[src/hdl/mmne_pkg.sv]
package mmne_pkg;
  // opcode patterns, upper bits of the 16-bit word
  localparam logic [7:0] OP_LOAD_LIT = 8'h0e; // 0000 1110
  localparam logic [7:0] OP_MUL_LIT = 8'h0d; // 0000 1101
  localparam logic [6:0] OP_MUL_FILE = 7'h01; // 0000 001a
  localparam logic [6:0] OP_MOVE_FILE = 7'h37; // 0110 111a
  localparam logic [6:0] OP_NEG_FILE = 7'h36; // 0110 110a
  // highest offset handled by indexed literal offset mode
  localparam logic [7:0] IDX_LIMIT = 8'h5f;
  // access bank: offsets below 0x60 from bank 0, the rest from bank 0xf
  localparam logic [7:0] ACC_SPLIT = 8'h60;
  localparam logic [3:0] ACC_HIGH_BANK = 4'hf;
  // reset values
  localparam logic [7:0] WORK_RST = 8'h00;
  localparam logic [7:0] PROD_RST = 8'h00;
  localparam logic [1:0] QPH_RST = 2'h0;
  // index of the last quarter-cycle in an instruction cycle
  localparam logic [1:0] QPH_LAST = 2'h3;
  typedef enum logic [2:0] {
    MMNE_NONE, MMNE_LOAD_LIT, MMNE_MOVE_FILE, MMNE_MUL_LIT, MMNE_MUL_FILE, MMNE_NEG_FILE
  } mmne_op_t;
endpackage

[src/hdl/mmne_exec.sv]
`timescale 1ns/10ps
// Overview of operation
// - 0000 1110 loads literal into work
// - literal load: one word, write q4
// - 0110 111a copies work to file
// - 8-bit address spans 256-byte bank
// - access bit picks access or selected bank
// - extended mode indexes offsets up to 95
// - 0000 1101 multiplies work by literal
// - 16-bit product to high/low registers
// - multiplies leave all status flags alone
// - 0000 001a multiplies work by file
// - 0110 110a negates file, two's complement
module mmne_exec (
  input wire logic i_clk_sys,
  input wire logic i_rst,
  input wire logic i_ce,
  input wire logic [15:0] i_instr,
  input wire logic [7:0] i_bank_sel,
  input wire logic i_ext_en,
  input wire logic [11:0] i_index_base,
  input wire logic [7:0] i_file_rdata,
  output logic [1:0] o_qphase,
  output logic [11:0] o_file_addr,
  output logic o_file_rd,
  output logic o_file_we,
  output logic [7:0] o_file_wdata,
  output logic [7:0] o_work,
  output logic [7:0] o_product_high,
  output logic [7:0] o_product_low,
  output logic o_known
);
  // state registers, one next-value twin per flop
  // quarter-cycle counter, wraps q4 back to q1
  logic [1:0] qph_r, qph_nxt;
  mmne_pkg::mmne_op_t op_r, op_nxt; // op decoded in q1
  logic [7:0] lit_r, lit_nxt; // literal or file offset
  logic [11:0] addr_r, addr_nxt; // resolved data address
  logic [7:0] opnd_r, opnd_nxt; // operand read in q2
  logic [15:0] res_r, res_nxt; // result formed in q3
  logic [7:0] work_r, work_nxt; // work register
  logic [7:0] product_high_r, product_high_nxt; // product high byte
  logic [7:0] product_low_r, product_low_nxt; // product low byte
  logic rd_r, rd_nxt; // file read strobe, q2 only
  logic we_r, we_nxt; // file write strobe, one cycle
  // write data holds between writes; only meaningful with the strobe
  logic [7:0] wdata_r, wdata_nxt;
  logic known_r, known_nxt; // decoded word is one of ours
  // decode helpers, purely combinational on the held word
  mmne_pkg::mmne_op_t dec_op; // op class of the held word
  logic [11:0] dec_addr; // 12-bit data address
  logic dec_file; // op addresses the file space

  // opcode decode and bank resolution, combinational on the held word
  // the word only matters at the q1 edge, so settling elsewhere is harmless
  always_comb begin
    // defaults: an unknown word decodes to no operation
    dec_op = mmne_pkg::MMNE_NONE;
    dec_file = 1'b0;
    if (i_instr[15:8] == mmne_pkg::OP_LOAD_LIT) begin
      dec_op = mmne_pkg::MMNE_LOAD_LIT;
    end else if (i_instr[15:8] == mmne_pkg::OP_MUL_LIT) begin
      dec_op = mmne_pkg::MMNE_MUL_LIT;
    end else if (i_instr[15:9] == mmne_pkg::OP_MUL_FILE) begin
      dec_op = mmne_pkg::MMNE_MUL_FILE;
      dec_file = 1'b1;
    end else if (i_instr[15:9] == mmne_pkg::OP_MOVE_FILE) begin
      dec_op = mmne_pkg::MMNE_MOVE_FILE;
      dec_file = 1'b1;
    end else if (i_instr[15:9] == mmne_pkg::OP_NEG_FILE) begin
      dec_op = mmne_pkg::MMNE_NEG_FILE;
      dec_file = 1'b1;
    end
    // address is formed for every word; literal ops simply ignore it
    // access bit selects bank source
    if (i_instr[8]) begin
      // full 256-byte offset in selected bank
      // only the low nibble of the bank select is a bank number
      dec_addr = {i_bank_sel[3:0], i_instr[7:0]};
    end else if (i_ext_en && i_instr[7:0] <= mmne_pkg::IDX_LIMIT) begin
      // wraps at the 4k edge; software keeps the base sane
      dec_addr = i_index_base + {4'h0, i_instr[7:0]};
    // access bank, lower part from bank 0
    end else if (i_instr[7:0] < mmne_pkg::ACC_SPLIT) begin
      dec_addr = {4'h0, i_instr[7:0]};
    // access bank, upper part from the top bank
    end else begin
      dec_addr = {mmne_pkg::ACC_HIGH_BANK, i_instr[7:0]};
    end
  end

  // next-state logic for the four quarter-cycles
  // every op walks all four quarters, so one cycle per word is fixed
  always_comb begin
    // one instruction cycle of four quarters
    qph_nxt = (qph_r == mmne_pkg::QPH_LAST) ? 2'h0 : qph_r + 2'h1;
    // hold by default; strobes fall back to idle
    op_nxt = op_r;
    lit_nxt = lit_r;
    addr_nxt = addr_r;
    opnd_nxt = opnd_r;
    res_nxt = res_r;
    work_nxt = work_r;
    product_high_nxt = product_high_r;
    product_low_nxt = product_low_r;
    rd_nxt = 1'b0;
    we_nxt = 1'b0;
    wdata_nxt = wdata_r;
    known_nxt = known_r;
    unique case (qph_r)
      // q1 decode: latch op, literal and address
      2'h0: begin
        op_nxt = dec_op;
        lit_nxt = i_instr[7:0];
        addr_nxt = dec_addr;
        // move only writes the file, so it skips the read
        rd_nxt = dec_file && (dec_op != mmne_pkg::MMNE_MOVE_FILE);
        known_nxt = (dec_op != mmne_pkg::MMNE_NONE);
      end
      // q2 read: literal or file data becomes the operand
      2'h1: begin
        // file operand sampled one edge after the read strobe rises
        if (op_r == mmne_pkg::MMNE_MUL_FILE || op_r == mmne_pkg::MMNE_NEG_FILE) begin
          opnd_nxt = i_file_rdata;
        // literal ops reuse the latched literal
        end else begin
          opnd_nxt = lit_r;
        end
      end
      // q3 process
      2'h2: begin
        unique case (op_r)
          // unsigned product, no flags formed
          // zero-extended so the full 16-bit product survives
          mmne_pkg::MMNE_MUL_LIT, mmne_pkg::MMNE_MUL_FILE: begin
            res_nxt = {8'h00, work_r} * {8'h00, opnd_r};
          end
          mmne_pkg::MMNE_NEG_FILE: res_nxt = {8'h00, (~opnd_r) + 8'h01};
          // move passes the work register through
          mmne_pkg::MMNE_MOVE_FILE: res_nxt = {8'h00, work_r};
          // literal load, and unused codes, pass the operand
          default: res_nxt = {8'h00, opnd_r};
        endcase
      end
      // q4 write the destination
      2'h3: begin
        unique case (op_r)
          mmne_pkg::MMNE_LOAD_LIT: work_nxt = res_r[7:0];
          mmne_pkg::MMNE_MUL_LIT, mmne_pkg::MMNE_MUL_FILE: begin
            product_high_nxt = res_r[15:8];
            product_low_nxt = res_r[7:0];
          end
          // work copied to the file
          // negate shares the write path with its own result
          mmne_pkg::MMNE_MOVE_FILE, mmne_pkg::MMNE_NEG_FILE: begin
            we_nxt = 1'b1;
            wdata_nxt = res_r[7:0];
          end
          // unknown words write nothing
          default: begin
            we_nxt = 1'b0;
          end
        endcase
      end
    endcase
  end

  // state registers, frozen while the clock enable is low
  // reset wins over the enable, so a stalled core still comes out of reset
  always_ff @(posedge i_clk_sys) begin
    // synchronous reset back to q1 with nothing pending
    if (i_rst) begin
      qph_r <= mmne_pkg::QPH_RST;
      op_r <= mmne_pkg::MMNE_NONE;
      lit_r <= 8'h00;
      addr_r <= 12'h000;
      opnd_r <= 8'h00;
      res_r <= 16'h0000;
      work_r <= mmne_pkg::WORK_RST;
      product_high_r <= mmne_pkg::PROD_RST;
      product_low_r <= mmne_pkg::PROD_RST;
      rd_r <= 1'b0;
      we_r <= 1'b0;
      wdata_r <= 8'h00;
      known_r <= 1'b0;
    end else if (i_ce) begin
      qph_r <= qph_nxt;
      op_r <= op_nxt;
      lit_r <= lit_nxt;
      addr_r <= addr_nxt;
      opnd_r <= opnd_nxt;
      res_r <= res_nxt;
      work_r <= work_nxt;
      product_high_r <= product_high_nxt;
      product_low_r <= product_low_nxt;
      rd_r <= rd_nxt;
      we_r <= we_nxt;
      wdata_r <= wdata_nxt;
      known_r <= known_nxt;
    end
  end

  // outputs straight from flops
  // no logic after the flops, so the neighbours see clean edges
  assign o_qphase = qph_r;
  assign o_file_addr = addr_r;
  assign o_file_rd = rd_r;
  assign o_file_we = we_r;
  assign o_file_wdata = wdata_r;
  assign o_work = work_r;
  assign o_product_high = product_high_r;
  assign o_product_low = product_low_r;
  assign o_known = known_r;
endmodule

[config.mk]
export PLATFORM = sky130hd
export DESIGN_NAME = mmne_exec
export DESIGN_NICKNAME = d
export VERILOG_FILES = /design/src/hdl/mmne_pkg.sv /design/src/hdl/mmne_exec.sv
export SDC_FILE = /design/constraint.sdc
export NUM_CORES = 1
export LEC_CHECK = 0
export ABC_AREA = 1
export BUFFER_PORTS_ARGS = -buffer_cell sky130_fd_sc_hd__buf_4
export CAP_MARGIN = 30
export CORE_UTILIZATION = 35
export CTS_BUF_LIST = sky130_fd_sc_hd__clkbuf_16
export DETAILED_ROUTE_END_ITERATION = 12
export PLACE_DENSITY = 0.55
export SLEW_MARGIN = 20
export SYNTH_ARGS = -nofsm -noshare
export SYNTH_HDL_FRONTEND = slang
export SYNTH_SLANG_ARGS = --single-unit
[constraint.sdc]
create_clock -name i_clk_sys -period 7.8 [get_ports i_clk_sys]
set_input_delay 0.39 -clock i_clk_sys [delete_from_list [all_inputs] [get_ports i_clk_sys]]
set_output_delay 0.39 -clock i_clk_sys [all_outputs]
set_load 0.01 [all_outputs]
==> flow_summary.json <==
{
  "clock-skew-final_ns": 0.00774,
  "grt_max_degree": 41,
  "finish.instance_area_um2": 7550,
  "peakVddDrop_uv": 94.5,
  "area_delta_synth_final_pct": 17.9,
  "final_wirelength_um": 16200,
  "grt_pass1_vias": 5722,
  "route.detailed.drc": 0,
  "die_w_um": 137,
  "netlist_area_um2": 6410,
  "layout.cells.most_common_list": "203 x nand2_1, 168 x inv_1, 109 x nor2_1, 94 x buf_4, 84 x dfxtp_1",
  "worst_slew_margin_rel_pct": 41.0,
  "critical_path_required_ns": 8.03,
  "grtUsageTotal_pct": 18.8,
  "synth.ff_latch_count": 84,
  "slew_viol_final": 0,
  "cts_buffer_depth": 2,
  "multi_input_comb_area_um2": 3920,
  "first_pass_iters": 5,
  "vias": 5874,
  "clock_insertion_delay_worst_skew_ns": 0.35,
  "worst_path_max_delay_cell": "dfxtp_1",
  "critical-path-max-stage-delay_ns": 0.69,
  "synth.lib_cells_used.distinct": 41,
  "timing.critical_path.fanout_max": 11,
  "nets": 1134,
  "seqCellArea_um2": 1680,
  "postSynthNetCount": 1064,
  "worst_slack_ns": 3.42,
  "initial_antenna_violation_count": 0,
  "place_area_um2": 7250,
  "grt_first_pass_wirelength_um": 27700,
  "antenna_left": 0,
  "max_clock_freq_ghz": 0.228,
  "synth_edf_count": 0,
  "antenna-diode-count": 0,
  "globalRouteOverflowTotal": 0,
  "post-route-period-util_pct": 56.1,
  "final_core_utilization_pct": 42.1,
  "setup_bufs_post_cts": 0,
  "layout.cells.most_common": "nand2_1",
  "timing.setup.critical_path_class": "reg -> reg",
  "final_period_minus_worst_setup_slack_ns": 4.38,
  "async_flop_share_pct": 0,
  "power_density_nw_per_um2": 137,
  "post_synth_main_area_contributors": "dfxtp_1 26%, nand2_1 12%, fa_1 12%",
  "worstMarginPinSlew_ns": 0.882,
  "fp.dieArea_um2": 18900,
  "dp_worst_setup_slack_ns": 3.39,
  "synthDominantCellAreaShare_pct": 26.2,
  "cts_hold_buffers": 0,
  "outcome": "finished, final reports clean",
  "core_region_area_um2": 18000,
  "gp_routability_congestion": 0.870,
  "synthesis.instances": 930,
  "setup_violations": 0,
  "hold_path.class": "in -> reg",
  "cts.root.buffer_cell": "clkbuf_16",
  "netlist.top_cell.by_area": "dfxtp_1",
  "hold_violations": 0,
  "pin_count": 97,
  "yosys_most_used_dff": "dfxtp_1",
  "io_buffer_count": 92,
  "leakage_nw": 4.24,
  "drive_above_1_share_pct": 13.3,
  "cts_htree_levels": 3,
  "cp-end-kind": "register",
  "timing.max_cap.violations": 0,
  "vias_per_cell": 4.76,
  "dr_iter_0_viols": 261,
  "floorplan.die.height_um": 137,
  "synth-warning-count": 0,
  "cts_sinks": 84,
  "avgRoutedWirePerCell_um": 13.2,
  "timing.critical_path.from_type": "register",
  "cts.repair.resized": 0,
  "layout.filler_cells": 1928,
  "initial_utilization_pct": 35.7,
  "total_number_of_placement_rows": 49,
  "cts.reportedPaths.clkPinSlew_ns": 0.07,
  "hpwl_um": 12400,
  "worstPathArrival_ns": 4.60,
  "totalNegativeSetupSlack_ns": 0,
  "cts_tree": "yes",
  "grt_setup_unrepaired": "false",
  "synth_area_per_cell_um2": 6.89,
  "ys_seq_area_share_pct": 26.2,
  "numCtsBuffers": 9,
  "cell_chain_critical_path": "nand2_1 -> fa_1 -> fa_1 -> inv_1 -> fa_1 -> inv_1 -> fa_1 -> inv_1 -> ha_1 -> nand2_1 -> inv_1 -> nand3_1 -> nand3_1 -> or2_2 -> nand3_1 -> a21oi_1"
}
worst max-delay path, delay by kind of cell, from the launching register on:
family | cells | cell delay, ns
buffers and inverters | 4 | 0.22
and+or+nand+nor | 6 | 0.86
AOI/OAI and AO/OA | 1 | 0.07
DFF | 1 | 0.69
adders and majority gates | 5 | 2.42
per-stage QoR:
| stage | hold WS, ns | total power [W] | cells |
|---|---|---|---|
| final | 0.327 | 0.00104 | 1234 |
| after global placement | 0.447 | 0.000616 | 1218 |
| after global routing | 0.347 | 0.00109 | 1234 |
| after floorplan | 0.425 | 0.000558 | 930 |
| after CTS | 0.314 | 0.00105 | 1234 |
| after detailed placement | 0.444 | 0.000616 | 1218 |
power breakdown:
| group | internal, W | switching, W | leakage, nW | total, W |
|---|---|---|---|---|
| clock network | 0.000250 | 0.000183 | 0.142 | 0.000433 |
| logic | 0.0000587 | 0.0000818 | 3.41 | 0.000141 |
| registers | 0.000445 | 0.0000202 | 0.683 | 0.000465 |
cell families (layout without fill, tap and decap cells):
| kind of cell | after synthesis | count (layout) | synth area share [%] |
|---|---|---|---|
| simple gates | 395 | 395 | 26.2 |
| buf+inv | 209 | 284 | 12.6 |
| compound gates | 152 | 152 | 13.3 |
| fa+ha+maj | 86 | 86 | 21.1 |
| flops | 84 | 84 | 26.2 |
| xor+xnor | 4 | 4 | 0.547 |
layout make-up:
| type | instances | share of cell area, % |
|---|---|---|
| Sequential cell | 84 | 22.3 |
| Tap cell | 229 | 3.79 |
| Inverter | 174 | 8.71 |
| Timing Repair Buffer | 94 | 9.34 |
| Multi-Input combinational cell | 637 | 51.9 |
| Clock inverter | 7 | 1.01 |
| Clock buffer | 9 | 2.98 |
per-layer routing:
metal | vias up | track usage (%) | wire, um
met1 | 2702 | 24.2 | 7660
met5 | - | 0 | 0
met4 | 0 | 4.40 | 176
li1 | 3057 | - | -
met3 | 10 | 3.13 | 640
met2 | 105 | 32.6 | 7760
cell usage after synthesis, drive strengths merged, types with 2 or more instances:
| library cell | n |
|---|---|
| inv | 174 |
| nor3 | 6 |
| o21ai | 62 |
| buf | 4 |
| a41oi | 3 |
| nand4 | 6 |
| nor4 | 4 |
| a31oi | 3 |
| nor2 | 115 |
| nand3b | 3 |
| dfxtp | 84 |
| a21oi | 62 |
| xor2 | 2 |
| o211ai | 13 |
| ha | 49 |
| or2 | 7 |
| a22oi | 2 |
| o21bai | 3 |
| fa | 37 |
| xnor2 | 2 |
| nand2 | 205 |
| nand3 | 47 |
| clkbuf | 31 |
worst paths after layout:
check / end / from / depth (start not counted) / slack (ns)
worst max-delay path: res_r[10]$_SDFFE_PP0P_ / o_work[3]$_SDFFE_PP0P_ / 16 / 3.42
worst min-delay path: lit_r[0]$_SDFFE_PP0P_ / i_instr[0] / 3 / 0.33
worst max register to register: res_r[10]$_SDFFE_PP0P_ / o_work[3]$_SDFFE_PP0P_ / 16 / 3.42
worst min register to register: lit_r[7]$_SDFFE_PP0P_ / lit_r[7]$_SDFFE_PP0P_ / 2 / 0.45
sequential cells by signal (all words and copies together), names as in the netlist:
register,count
o_qphase,2
o_work,8
lit_r,8
opnd_r,8
o_product_high,8
o_file_addr,12
o_product_low,8
o_file_rd,1
o_file_we,1
res_r,16
o_file_wdata,8
o_known,1
op_r,3
Note: power is estimated with default switching activity, not from simulation.
